`src/fault_retry_pkg.sv`:
```
// Shared types and constants for the input over-voltage fault sequencer.
// Assumes a single 25 MHz clock domain for all users.
package fault_retry_pkg;

  localparam int unsigned CLK_MHZ      = 25;
  localparam int unsigned UNIT_W       = 16;
  localparam int unsigned DELAY_W      = UNIT_W + 7;
  localparam int unsigned CNT_W        = 3;

  localparam logic [1:0] RESP_IGNORE   = 2'h0;
  localparam logic [1:0] RESP_HOLD     = 2'h1;
  localparam logic [1:0] RESP_DISABLE  = 2'h2;
  localparam logic [1:0] RESP_LATCH    = 2'h3;

  localparam logic [2:0] RETRY_NONE    = 3'h0;
  localparam logic [2:0] RETRY_FOREVER = 3'h7;

  localparam logic [7:0] CFG_RESET     = 8'hC0;
  localparam logic [2:0] CNT_ZERO      = 3'h0;
  localparam logic [2:0] CNT_ONE       = 3'h1;

  // Fault action byte: response [7:6], retries [5:3], delay exponent [2:0]
  typedef struct packed {
    logic [1:0] resp;
    logic [2:0] retries;
    logic [2:0] delay;
  } fault_cfg_t;

  typedef struct packed {
    logic output_en;
    logic fault_flag;
    logic latched;
  } fault_stat_t;

endpackage
```
`src/delay_timer.sv`:
```
// One-shot down counter: pulses done_o once len_i+1 cycles after start_i (a zero len_i acts as one).
// Assumes start_i and len_i come from logic on the same clock.
`timescale 1ns/1ps
`default_nettype none
module delay_timer #(
  parameter int unsigned W = 23
) (
  input  wire logic         mclk_i,
  input  wire logic         rstn_i,
  input  wire logic         start_i,
  input  wire logic [W-1:0] len_i,
  output logic              done_o
);

  logic [W-1:0] cnt_r;
  logic [W-1:0] cnt_nxt;
  logic         done_r;
  logic         done_nxt;

  always_comb
  begin
    cnt_nxt  = cnt_r;
    done_nxt = 1'b0;
    if (start_i)
    begin
      cnt_nxt = (len_i == '0) ? W'(1) : len_i;
    end
    else if (cnt_r != '0)
    begin
      cnt_nxt  = cnt_r - W'(1);
      done_nxt = (cnt_r == W'(1));
    end
  end

  always_ff @(posedge mclk_i or negedge rstn_i)
  begin
    if (!rstn_i)
    begin
      cnt_r  <= '0;
      done_r <= 1'b0;
    end
    else
    begin
      cnt_r  <= cnt_nxt;
      done_r <= done_nxt;
    end
  end

  assign done_o = done_r;

endmodule
`default_nettype wire

```
`src/fault_response_retry_logic.sv`:
```
// Input over-voltage fault response and restart sequencer.
// Assumes fault and on/off pins are asynchronous; all else on mclk_i.
// Functional notes
// - Code 01 keeps output running for delay count times unit.
// - Code 01 fault still present at expiry follows retry field.
// - Code 10 disables output at once, then follows retry field.
// - Code 11 disables output, no restarts, until fault cleared.
// - Status bit clear, clear-faults command or reset clears a latch.
// - Off then on by pin or command, or bias loss, clears.
// - Retry field 000 makes no restart; output off until cleared.
// - Retry codes 001 to 110 allow that many restart attempts.
// - All attempts failed: output off until a clearing event.
// - Attempt starts are spaced by delay count times unit.
// - Retry 111 retries forever until commanded off.
// - Continuous retry also ends on bias loss or another shutdown.
// - Delay field gives two to the field value units, 1 to 128.
// - Unit length comes from a separate time-unit input.
// - Response 00 keeps output running; only the fault flag is set.
`timescale 1ns/1ps
`default_nettype none
module fault_response_retry_logic #(
  parameter int unsigned UNIT_W = fault_retry_pkg::UNIT_W
) (
  input  wire logic              mclk_i,
  input  wire logic              rstn_i,
  input  wire logic              cfg_wr_i,
  input  wire logic [7:0]        cfg_wdata_i,
  input  wire logic [UNIT_W-1:0] unit_cycles_i,
  input  wire logic              fault_pin_i,
  input  wire logic              ctrl_pin_i,
  input  wire logic              operation_on_i,
  input  wire logic              status_clr_i,
  input  wire logic              clear_faults_i,
  input  wire logic              other_shutdown_i,
  output logic [7:0]             cfg_rdata_o,
  output fault_retry_pkg::fault_stat_t stat_o,
  output logic [2:0]             attempts_o
);

  localparam int unsigned DW = UNIT_W + 7;

  typedef enum logic [2:0] {ST_OFF, ST_RUN, ST_HOLD, ST_WAIT, ST_TRY, ST_LATCH} state_t;

  fault_retry_pkg::fault_cfg_t cfg_r, cfg_nxt;
  logic [2:0] fsync_r, fsync_nxt;
  logic [2:0] csync_r, csync_nxt;
  logic       fault_r, fault_nxt;
  logic       ctrl_r, ctrl_nxt;
  state_t     state_r, state_nxt;
  logic [2:0] cnt_r, cnt_nxt;
  logic       flag_r, flag_nxt;
  fault_retry_pkg::fault_stat_t stat_r, stat_nxt;
  logic       tmr_start;
  logic       tmr_done;
  logic [DW-1:0] tmr_len;
  logic       run_cmd;
  logic       clr;
  logic       more;

  // Config byte register
  always_comb
  begin
    cfg_nxt = cfg_r;
    if (cfg_wr_i)
    begin
      cfg_nxt = fault_retry_pkg::fault_cfg_t'(cfg_wdata_i);
    end
  end

  // Pin synchronisers, change accepted once stages two and three agree
  always_comb
  begin
    fsync_nxt = {fsync_r[1:0], fault_pin_i};
    csync_nxt = {csync_r[1:0], ctrl_pin_i};
    fault_nxt = (fsync_r[1] == fsync_r[2]) ? fsync_r[2] : fault_r;
    ctrl_nxt  = (csync_r[1] == csync_r[2]) ? csync_r[2] : ctrl_r;
  end

  // Delay length: unit times two to the delay code
  assign tmr_len = DW'(unit_cycles_i) << cfg_r.delay;
  assign run_cmd = ctrl_r & operation_on_i;
  assign clr     = status_clr_i | clear_faults_i;
  assign more    = (cfg_r.retries == fault_retry_pkg::RETRY_FOREVER) ||
                   (cnt_r < cfg_r.retries);

  delay_timer #(
    .W(DW)
  ) u_timer (
    .mclk_i (mclk_i),
    .rstn_i (rstn_i),
    .start_i(tmr_start),
    .len_i  (tmr_len),
    .done_o (tmr_done)
  );

  // Sequencer
  always_comb
  begin
    state_nxt = state_r;
    cnt_nxt   = cnt_r;
    tmr_start = 1'b0;
    flag_nxt  = flag_r;
    if (clr)
    begin
      flag_nxt = 1'b0;
    end
    if (fault_r && state_r != ST_OFF)
    begin
      flag_nxt = 1'b1;
    end
    case (state_r)
      ST_OFF:
      begin
        if (run_cmd)
        begin
          state_nxt = ST_RUN;
        end
      end
      ST_RUN:
      begin
        if (fault_r)
        begin
          case (cfg_r.resp)
            fault_retry_pkg::RESP_IGNORE: state_nxt = ST_RUN;
            fault_retry_pkg::RESP_HOLD:
            begin
              state_nxt = ST_HOLD;
              tmr_start = 1'b1;
            end
            fault_retry_pkg::RESP_DISABLE:
            begin
              state_nxt = (cfg_r.retries == fault_retry_pkg::RETRY_NONE) ?
                          ST_LATCH : ST_WAIT;
              tmr_start = 1'b1;
            end
            default: state_nxt = ST_LATCH;
          endcase
        end
      end
      ST_HOLD:
      begin
        if (!fault_r)
        begin
          state_nxt = ST_RUN;
        end
        else if (tmr_done)
        begin
          state_nxt = (cfg_r.retries == fault_retry_pkg::RETRY_NONE) ?
                      ST_LATCH : ST_WAIT;
          tmr_start = 1'b1;
        end
      end
      ST_WAIT:
      begin
        if (tmr_done)
        begin
          state_nxt = ST_TRY;
          tmr_start = 1'b1;
          if (cnt_r != fault_retry_pkg::RETRY_FOREVER)
          begin
            cnt_nxt = cnt_r + fault_retry_pkg::CNT_ONE;
          end
        end
      end
      ST_TRY:
      begin
        if (fault_r)
        begin
          state_nxt = more ? ST_WAIT : ST_LATCH;
        end
        else if (tmr_done)
        begin
          state_nxt = ST_RUN;
          cnt_nxt   = fault_retry_pkg::CNT_ZERO;
        end
      end
      default:
      begin
        if (clr)
        begin
          state_nxt = ST_RUN;
          cnt_nxt   = fault_retry_pkg::CNT_ZERO;
        end
      end
    endcase
    if (other_shutdown_i && state_r != ST_OFF)
    begin
      state_nxt = ST_LATCH;
    end
    if (!run_cmd)
    begin
      state_nxt = ST_OFF;
      cnt_nxt   = fault_retry_pkg::CNT_ZERO;
    end
    stat_nxt.output_en  = (state_nxt == ST_RUN) || (state_nxt == ST_HOLD) ||
                          (state_nxt == ST_TRY);
    stat_nxt.fault_flag = flag_nxt;
    stat_nxt.latched    = (state_nxt == ST_LATCH);
  end

  always_ff @(posedge mclk_i or negedge rstn_i)
  begin
    if (!rstn_i)
    begin
      cfg_r   <= fault_retry_pkg::fault_cfg_t'(fault_retry_pkg::CFG_RESET);
      fsync_r <= 3'h0;
      csync_r <= 3'h0;
      fault_r <= 1'b0;
      ctrl_r  <= 1'b0;
      state_r <= ST_OFF;
      cnt_r   <= fault_retry_pkg::CNT_ZERO;
      flag_r  <= 1'b0;
      stat_r  <= '0;
    end
    else
    begin
      cfg_r   <= cfg_nxt;
      fsync_r <= fsync_nxt;
      csync_r <= csync_nxt;
      fault_r <= fault_nxt;
      ctrl_r  <= ctrl_nxt;
      state_r <= state_nxt;
      cnt_r   <= cnt_nxt;
      flag_r  <= flag_nxt;
      stat_r  <= stat_nxt;
    end
  end

  assign cfg_rdata_o = cfg_r;
  assign stat_o      = stat_r;
  assign attempts_o  = cnt_r;

endmodule
`default_nettype wire

```
`config.mk`:
```
export PLATFORM = sky130hd
export DESIGN_NAME = fault_response_retry_logic
export DESIGN_NICKNAME = d
export VERILOG_FILES = /design/src/fault_retry_pkg.sv /design/src/delay_timer.sv /design/src/fault_response_retry_logic.sv
export SDC_FILE = /design/constraint.sdc
export NUM_CORES = 1
export LEC_CHECK = 0
export BUFFER_PORTS_ARGS = -buffer_cell sky130_fd_sc_hd__buf_2
export CAP_MARGIN = 15
export CORE_MARGIN = 5
export CORE_UTILIZATION = 60
export CTS_BUF_LIST = sky130_fd_sc_hd__clkbuf_4 sky130_fd_sc_hd__clkbuf_8
export DETAILED_ROUTE_END_ITERATION = 8
export PLACE_DENSITY = 0.83
export SYNTH_ARGS = -nofsm -noshare
export SYNTH_HDL_FRONTEND = slang
export SYNTH_HIERARCHICAL = 1
export SYNTH_SLANG_ARGS = --single-unit
export TNS_END_PERCENT = 20
```
`constraint.sdc`:
```
create_clock -name mclk_i -period 3.3 [get_ports mclk_i]
set_clock_uncertainty 0.15 [all_clocks]
set_input_delay 0.66 -clock mclk_i [delete_from_list [all_inputs] [get_ports mclk_i]]
set_output_delay 0.66 -clock mclk_i [all_outputs]
set_load 0.01 [all_outputs]
```
==> results.toml, run 1 <==
[outcome]
run_status = "completed"

[power_and_ir_drop]
seq_power_share_pct = 47.3
powerDensity_nw_per_um2 = 543
power_dissipated_by_switching_net_loads_uw = 779
total_power_mw = 2.04
leak_nw = 1.56
power_report.internal_total_mw = 1.27
switching_power_share_of_the_total_pct = 38.1
comb_power_share_pct = 34.1
vdd.ir_drop.worst_uv = 442
clockPowerShare_pct = 18.6

[routing]
post-route-drc-count = 0
num_vias = 3041
route.final.wire_length_mm = 8.34
drtPass1Iterations = 4
wire_per_inst_um = 17.7
antenna_violating_nets_post_route = 0
vias_per_cell = 6.44
detail_route.iter0.violations = 246

[timing]
finalSetupTns_ps = 0
max-slew-margin-rel_pct = 52.2
unrepaired_setup_endpoints_after_global_routing = "no"
timing.final.ws_setup_ps = 468
final_max_slew_viol_count = 0
tightestPinTransition_ps = 711
hold_viol = 0
report.final.setup_viol = 0
maxClockFrequency_ghz = 0.353
period_needed_ps = 2830
layout_worst_path_cycle_share_pct = 85.8

[logic_synthesis]
synth.yosys.seq_area_share_pct = 35.9
synthesis.nets = 404
asyncSetResetFlopFracSynth_pct = 100
yosys_register_bits = 49
mappedNetlistArea_um2 = 3420
netlist.area_leader.share_pct = 34.4
synth.area.top_cells = "sky130_fd_sc_hd__dfrtp_1, sky130_fd_sc_hd__mux2_2, sky130_fd_sc_hd__nand2_1"
ys_types = 75
synthesis.yosys.warnings = 6
post-synth-top-area-cell = "sky130_fd_sc_hd__dfrtp_1"
postSynth.topFlopCell = "sky130_fd_sc_hd__dfrtp_1"
synth-edff-count = 0
netlist_instances = 362
syn-mean-instance-area_um2 = 9.45

[min_path]
worstHoldPathType = "in -> async"

[cts]
clock_insertion_delay_worst_skew_ps = 310
cts_setup_buffers = 0
clock-sinks = 49
clk_pin_slew_ps = 100
holdBufCountCts = 0
cts_tree = "yes"
cts_buffers = 5
cts-resized-gates = 0
cts.htree.levels = 2
cts-root-to-sink-buffers = 2
cts.root.buffer_cell = "sky130_fd_sc_hd__clkbuf_8"

[worst_setup_path]
beginning_of_the_worst_register_to_register_path = "cfg_rdata_o[6]"
worst-endpoint-required_ps = 3340
cp.arrival_ps = 2870
biggest_fanout_along_the_worst_timing_path = 36
depth_of_the_worst_register_to_register_path = 9
setup.worst_path.start_class = "flop"
startpoint = "cfg_rdata_o[6]"
timing.critical_path.to_type = "flop"
timing_worst_setup_path_type = "reg -> reg"
cp-endpoint = "u_timer/cnt_r[3]"
timing.reg2reg.setup_slack_ps = 470
r2r-end = "u_timer/cnt_r[3]"

[floorplan]
fp.dieW_um = 85.5
die-area_um2 = 7310
rows = 27
initial_core_utilization_pct = 61.7
core_area_um2 = 5540
die_y_um = 85.5
pin_count = 47

[global_routing]
grt_antenna_before_repair = 0
grt-ovfl-total = 0
first_pass_grt_wire_length_mm = 14.0
grt_pass1_vias = 2990
groute.usage.overall_pct = 23.5
grt_start_max_net_pins = 37

[layout]
most_frequent_standard_cell_in_the_layout_excluding_fill_and_tap_cells = "sky130_fd_sc_hd__dfrtp_1"
number_of_diodes_added_for_antenna_fixing = 0
final_nets = 441
area_overhead_of_the_layout_relative_to_synthesis_pct = 10.1
final_area_um2 = 3770
final_layout_size_suffix_gt1_share_pct = 25.0
most-common-layout-cells = "sky130_fd_sc_hd__dfrtp_1, sky130_fd_sc_hd__buf_2, sky130_fd_sc_hd__nand2_1, sky130_fd_sc_hd__nor2_1, sky130_fd_sc_hd__o21ai_0"

[flow_run]
timing.max_cap.violations = 0

[placement]
hpwl_mm = 6.22
pre_cts_slack_ps = 571
io_buffers = 46
placedInstanceArea_um2 = 3670
gp_congestion = 0.902
[kinds of logic (layout without fill, tap and decap cells)]
kind of cell	after synthesis	in the layout	synth area share, %
xor gates and xnor gates	8	8	2.05
muxes	30	30	11.3
adders and majority gates	11	11	3.88
and+or+nand+nor	144	144	23.7
buffers and inverters	31	69	4.13
AOI/OAI and AO/OA	89	89	18.9
DFF	49	49	35.9
[how the worst min path moves through the flow]
stage	endpoint	cells past startpoint	start
final	cfg_rdata_o[4]	1	rstn_i
after CTS	cfg_rdata_o[4]	1	rstn_i
after global placement	csync_r[1]	0	csync_r[0]
after floorplan	csync_r[1]	0	csync_r[0]
after global routing	cfg_rdata_o[4]	1	rstn_i
after detailed placement	csync_r[1]	0	csync_r[0]
[power groups by stage]
stage | registers, mW | logic [mW] | clock network [mW]
2_1_floorplan | 0.912 | 0.545 | 0
3_3_place_gp | 0.960 | 0.664 | 0
3_5_place_dp | 0.972 | 0.688 | 0
4_1_cts | 0.960 | 0.693 | 0.384
5_1_grt | 0.989 | 0.772 | 0.415
6_report | 0.968 | 0.697 | 0.380
[area by class of cell]
class,instances,area [µm²]
clock buffers,6,82.6
clock inverters,2,13.8
fillers,438,1770
inverters,12,45.0
multi-input cells,282,2050
flip-flops and latches,49,1230
well taps,72,90.1
repair buffers,49,253
[through the flow]
stage,utilization (%),hold slack (ps),cells
global placement,66.2,183,464
detailed placement,66.2,186,464
floorplan,-,181,362
global route,68.0,216,472
CTS,68.0,187,472
finish,68.0,167,472
[cell usage after synthesis, types with 4 or more instances]
master                     number
sky130_fd_sc_hd__dfrtp_1       47
sky130_fd_sc_hd__nand2_1       33
sky130_fd_sc_hd__nor2_1        33
sky130_fd_sc_hd__o21ai_0       18
sky130_fd_sc_hd__a21oi_1       17
sky130_fd_sc_hd__nor3_1        15
sky130_fd_sc_hd__mux2_2        13
sky130_fd_sc_hd__nor4_1        12
sky130_fd_sc_hd__o31ai_1       10
sky130_fd_sc_hd__clkbuf_1       9
sky130_fd_sc_hd__ha_1           9
sky130_fd_sc_hd__inv_1          9
sky130_fd_sc_hd__mux2i_1        8
sky130_fd_sc_hd__or3_1          7
sky130_fd_sc_hd__a31oi_1        5
sky130_fd_sc_hd__buf_2          5
sky130_fd_sc_hd__mux4_2         5
sky130_fd_sc_hd__nand2b_1       5
sky130_fd_sc_hd__nand3_1        4
sky130_fd_sc_hd__o21a_1         4
sky130_fd_sc_hd__o21bai_1       4
sky130_fd_sc_hd__o41ai_1        4
sky130_fd_sc_hd__or4_1          4
sky130_fd_sc_hd__xnor2_1        4
sky130_fd_sc_hd__xor2_1         4
[critical path, stage by stage, from the launching register on]
cell and delay [ps]:
sky130_fd_sc_hd__dfstp_2 600, sky130_fd_sc_hd__inv_1 70, sky130_fd_sc_hd__ha_1 280, sky130_fd_sc_hd__or3b_2 450
sky130_fd_sc_hd__a21oi_1 160, sky130_fd_sc_hd__a31oi_1 60, sky130_fd_sc_hd__nor2_2 160, sky130_fd_sc_hd__buf_4 350
sky130_fd_sc_hd__nor4_1 110, sky130_fd_sc_hd__a311o_1 330
[state kept, by name, summed over array words and instances, names as in the netlist]
| signal | cells |
|---|---|
| fsync_r | 3 |
| csync_r | 3 |
| cfg_rdata_o | 8 |
| ctrl_r | 1 |
| u_timer/done_o | 1 |
| fault_r | 1 |
| u_timer/cnt_r | 23 |
| stat_o | 3 |
| attempts_o | 3 |
| state_r | 3 |
[routing by layer]
| metal | share of wire (%) | track usage, % |
|---|---|---|
| met1 | 41 | 28.6 |
| met2 | 53 | 43.1 |
| met3 | 4.9 | 3.36 |
| met4 | 1.2 | 6.47 |
| met5 | 0 | 0 |
No activity file was read; power rests on OpenSTA's default activity.
==> run 2, diff against run 1 <==
- clock period: 3.3 -> 2.9 ns (I/O delays scaled with it)
==> results.toml, run 2 (same netlist as run 1, synthesis figures left out) <==
[outcome]
run_status = "completed"

[layout]
area_overhead_of_the_layout_relative_to_synthesis_pct = 13.4
final_area_um2 = 3880
final_nets = 451
biggest_register = "u_timer/cnt_r"
most_frequent_standard_cell_in_the_layout_excluding_fill_and_tap_cells = "sky130_fd_sc_hd__dfrtp_1"
number_of_diodes_added_for_antenna_fixing = 0
final_layout_size_suffix_gt1_share_pct = 26.8
number_of_flip_flops_under_the_largest_register_name = 23
most-common-layout-cells = "sky130_fd_sc_hd__dfrtp_1, sky130_fd_sc_hd__buf_2, sky130_fd_sc_hd__nand2_1, sky130_fd_sc_hd__nor2_1, sky130_fd_sc_hd__o21ai_0"
layout.filler_cells = 433

[worst_setup_path]
crit_path_cell_trace = "inv_1 -> ha_1 -> or3b_2 -> a21oi_1 -> a31oi_1 -> nor2_2 -> inv_1 -> a311oi_1 -> a21oi_1"
biggest_fanout_along_the_worst_timing_path = 15
timing.reg2reg.setup_slack_ps = 150
worst-endpoint-required_ps = 2910
cp.arrival_ps = 2760
critical_path.max_stage_delay_ps = 590
startpoint = "cfg_rdata_o[6]"
timing_worst_setup_path_type = "reg -> reg"
depth_of_the_worst_register_to_register_path = 9
family_with_the_most_delay_on_the_worst_path = "compound AO/OA/AOI/OAI gates"
cp-endpoint = "u_timer/cnt_r[0]"
setup.worst_path.start_class = "flop"
r2r-end = "u_timer/cnt_r[0]"
critical_path.n_buffers_inverters = 2
beginning_of_the_worst_register_to_register_path = "cfg_rdata_o[6]"
slowest_stage = "sky130_fd_sc_hd__dfstp_2"
timing.critical_path.to_type = "flop"
path_depth = 9

[global_routing]
grt_start_max_net_pins = 50
grt_antenna_before_repair = 0
groute.usage.overall_pct = 24.2
grt_pass1_vias = 3045
grt-ovfl-total = 0
first_pass_grt_wire_length_mm = 14.2

[power_and_ir_drop]
vdd.ir_drop.worst_uv = 420
switching_power_share_of_the_total_pct = 36.5
comb_power_share_pct = 33.9
leak_nw = 1.63
powerDensity_nw_per_um2 = 631
clockPowerShare_pct = 21.5
power_report.internal_total_mw = 1.55
power_dissipated_by_switching_net_loads_uw = 892
seq_power_share_pct = 44.5

[floorplan]
rows = 27
pin_count = 47
die-area_um2 = 7310
core_area_um2 = 5540
initial_core_utilization_pct = 61.7
die_y_um = 85.5
fp.dieW_um = 85.5

[cts]
cts_buffers = 5
clock-sinks = 49
cts-resized-gates = 0
clock_insertion_delay_worst_skew_ps = 300
cts.htree.levels = 2
clk_pin_slew_ps = 90
cts_tree = "yes"
cts-root-to-sink-buffers = 2
holdBufCountCts = 0
cts.root.buffer_cell = "sky130_fd_sc_hd__clkbuf_8"

[placement]
hpwl_mm = 6.26
placedInstanceArea_um2 = 3760
io_buffers = 46
gp_congestion = 0.883

[routing]
num_vias = 3060
wire_per_inst_um = 17.7
route.final.wire_length_mm = 8.51
post-route-drc-count = 0
detail_route.iter0.violations = 219
antenna_violating_nets_post_route = 0
drtPass1Iterations = 5
vias_per_cell = 6.35

[flow_run]
timing.max_cap.violations = 0

[timing]
tightestPinTransition_ps = 692
final_max_slew_viol_count = 0
period_needed_ps = 2750
hold_viol = 0
unrepaired_setup_endpoints_after_global_routing = "yes"
report.final.setup_viol = 0
layout_worst_path_cycle_share_pct = 94.8
worst_hold_slack_ps = 90.5
maxClockFrequency_ghz = 0.364
max-slew-margin-rel_pct = 53.9

[min_path]
worstHoldPathType = "in -> async"
## run 2: cell count changes in the layout (fill, tap and decap cells not counted)
cell	delta
sky130_fd_sc_hd__buf_12	+1
sky130_fd_sc_hd__clkbuf_4	+1
sky130_fd_sc_hd__bufinv_16	+1
sky130_fd_sc_hd__clkinv_2	-1
sky130_fd_sc_hd__clkinv_4	-1
sky130_fd_sc_hd__buf_4	+9
## run 2: cell type report
cell class	count	area, µm²	area share [%]
clock inverter	1	30.0	0.774
clock buffer	7	90.1	2.32
tap	72	90.1	2.32
multi-input combinational	282	2050	53.0
sequential	49	1230	31.7
inverter	12	45.0	1.16
timing repair buffer	59	340	8.78
## run 2: through the flow
step	total power [mW]	utilization (%)	setup TNS, ps	std cells	setup slack, ps
6_report	2.45	70.0	0	482	150
4_1_cts	2.44	70.0	0	482	161
3_3_place_gp	1.87	67.8	0	474	332
5_1_grt	2.60	70.0	-65.6	482	-58.3
3_5_place_dp	1.90	67.8	0	474	235
2_1_floorplan	1.66	-	0	362	157
## run 2: layer usage
metal	part of all wire, %	vias to the layer above	track usage [%]
met5	0	-	0
met2	53	103	43.4
li1	-	1456	-
met3	4.8	13	3.36
met1	41	1488	30.0
met4	1.6	0	7.63
## run 2: worst min-delay path by stage
stage	depth (start not counted)	slack [ps]	end
CTS	2	130	cfg_rdata_o[1]
detailed placement	0	190	csync_r[1]
finish	2	90	stat_o[1]
global placement	0	180	csync_r[1]
floorplan	0	130	attempts_o[0]
global route	2	130	stat_o[1]
## run 2: power groups by stage
stage,clock network (mW),logic [mW],registers (mW)
5_1_grt,0.568,0.921,1.11
3_5_place_dp,0,0.812,1.09
2_1_floorplan,0,0.620,1.04
4_1_cts,0.532,0.824,1.08
3_3_place_gp,0,0.787,1.08
6_report,0.527,0.830,1.09
## run 2: what timing repair did
action | 4_1_cts | 5_1_grt
setup endpoints to repair | 0 | 2
hold endpoints to repair | 0 | 0
setup buffers | 0 | 0
==> run 3, diff against run 2 <==
- REMOVE_ABC_BUFFERS: unset -> 1
==> results.toml, run 3 (same netlist as run 1, synthesis figures left out) <==
[worst_setup_path]
depth_of_the_worst_register_to_register_path = 10
path_depth = 10
slowest_stage = "sky130_fd_sc_hd__dfstp_2"
critical_path.n_buffers_inverters = 2
cp.arrival_ps = 2780
timing.critical_path.to_type = "flop"
worst-endpoint-required_ps = 2950
crit_path_cell_trace = "inv_1 -> ha_1 -> or3b_2 -> a21oi_1 -> a31oi_1 -> nor2_2 -> inv_1 -> o311a_1 -> a21oi_1 -> o31ai_1"
biggest_fanout_along_the_worst_timing_path = 15
family_with_the_most_delay_on_the_worst_path = "compound AO/OA/AOI/OAI gates"
setup.worst_path.start_class = "flop"
critical_path.max_stage_delay_ps = 590
timing_worst_setup_path_type = "reg -> reg"

[layout]
final_area_um2 = 3850
biggest_register = "u_timer/cnt_r"
final_layout_size_suffix_gt1_share_pct = 26.7
number_of_diodes_added_for_antenna_fixing = 0
number_of_flip_flops_under_the_largest_register_name = 23
most_frequent_standard_cell_in_the_layout_excluding_fill_and_tap_cells = "sky130_fd_sc_hd__dfrtp_1"
layout.core_utilization_pct = 69.4
area_overhead_of_the_layout_relative_to_synthesis_pct = 12.5
final_nets = 450
most-common-layout-cells = "sky130_fd_sc_hd__dfrtp_1, sky130_fd_sc_hd__buf_2, sky130_fd_sc_hd__nand2_1, sky130_fd_sc_hd__nor2_1, sky130_fd_sc_hd__o21ai_0"

[cts]
cts_setup_buffers = 0
cts.root.buffer_cell = "sky130_fd_sc_hd__clkbuf_8"
clock_insertion_delay_worst_skew_ps = 310
cts_buffers = 5
cts-root-to-sink-buffers = 2
clk_pin_slew_ps = 100
cts.htree.levels = 2
cts_tree = "yes"
holdBufCountCts = 0
cts-resized-gates = 0
clock-sinks = 49

[floorplan]
initial_core_utilization_pct = 61.7
die-area_um2 = 7310
die_y_um = 85.5
pin_count = 47
rows = 27
core_area_um2 = 5540
fp.dieW_um = 85.5

[routing]
post-route-drc-count = 0
num_vias = 3053
drtPass1Iterations = 5
vias_per_cell = 6.35
route.final.wire_length_mm = 8.03
wire_per_inst_um = 16.7
antenna_violating_nets_post_route = 0
detail_route.iter0.violations = 302

[min_path]
worstHoldPathType = "in -> async"

[power_and_ir_drop]
powerDensity_nw_per_um2 = 609
vdd.ir_drop.worst_uv = 344
clockPowerShare_pct = 18.7
switching_power_share_of_the_total_pct = 38.5
power_dissipated_by_switching_net_loads_uw = 902
power_report.internal_total_mw = 1.44
seq_power_share_pct = 46.6
leak_nw = 1.61
comb_power_share_pct = 34.7

[timing]
max-slew-margin-rel_pct = 55.9
report.final.setup_viol = 0
finalSetupTns_ps = 0
worst_hold_slack_ps = 206
maxClockFrequency_ghz = 0.366
unrepaired_setup_endpoints_after_global_routing = "no"
tightestPinTransition_ps = 655
hold_viol = 0
layout_worst_path_cycle_share_pct = 94.3
final_max_slew_viol_count = 0
period_needed_ps = 2730

[global_routing]
grt_antenna_before_repair = 0
first_pass_grt_wire_length_mm = 13.7
grt_start_max_net_pins = 50
grt_pass1_vias = 2863
grt-ovfl-total = 0
groute.usage.overall_pct = 22.9

[placement]
io_buffers = 46
gp_congestion = 0.901
placedInstanceArea_um2 = 3750
hpwl_mm = 5.94

[outcome]
run_status = "completed"

[flow_run]
timing.max_cap.violations = 0
[run 3: final cells by class]
class	count	area, µm²
multi-input combinational	282	2050
fill	442	1690
sequential	49	1230
timing repair buffer	58	333
tap	72	90.1
clock buffer	5	68.8
inverter	12	45.0
clock inverter	3	28.8
[run 3: path summary, 6_finish.rpt]
path / startpoint / endpoint / slack, ps
min in group mclk_i: fault_pin_i / fsync_r[0] / 220
min: rstn_i / u_timer/cnt_r[0] / 210
max: cfg_rdata_o[6] / u_timer/cnt_r[17] / 170
max reg2reg: cfg_rdata_o[6] / u_timer/cnt_r[17] / 170
max in group asynchronous: rstn_i / cfg_rdata_o[4] / 2000
min reg2reg: fsync_r[0] / fsync_r[1] / 220
[run 3: worst reg2reg max path, stage by stage (launching register included)]
cell and delay [ps]:
sky130_fd_sc_hd__dfstp_2 590, sky130_fd_sc_hd__inv_1 70, sky130_fd_sc_hd__ha_1 280, sky130_fd_sc_hd__or3b_2 430
sky130_fd_sc_hd__a21oi_1 160, sky130_fd_sc_hd__a31oi_1 70, sky130_fd_sc_hd__nor2_2 170, sky130_fd_sc_hd__inv_1 270
sky130_fd_sc_hd__o311a_1 220, sky130_fd_sc_hd__a21oi_1 130, sky130_fd_sc_hd__o31ai_1 90
[run 3: power groups by stage]
stage	clock network, mW	registers, mW	logic, mW
final	0.439	1.09	0.813
after global routing	0.475	1.12	0.906
after global placement	0	1.08	0.776
after floorplan	0	1.06	0.585
after CTS	0.445	1.08	0.809
after detailed placement	0	1.09	0.803
[run 3: metal layers]
metal | GRT usage [%] | share of wire (%) | vias up
met5 | 0 | 0 | -
met4 | 5.90 | 1.4 | 0
met2 | 35.0 | 45 | 135
met3 | 3.36 | 6.2 | 9
met1 | 34.2 | 48 | 1456
li1 | - | - | 1453
[run 3: through the flow]
step | worst slack (ps) | std cells | power, mW
after floorplan | -997 | 343 | 1.64
after global placement | 291 | 473 | 1.86
after detailed placement | 223 | 473 | 1.89
after CTS | 180 | 481 | 2.34
after global routing | 6.05 | 481 | 2.50
final | 167 | 481 | 2.34
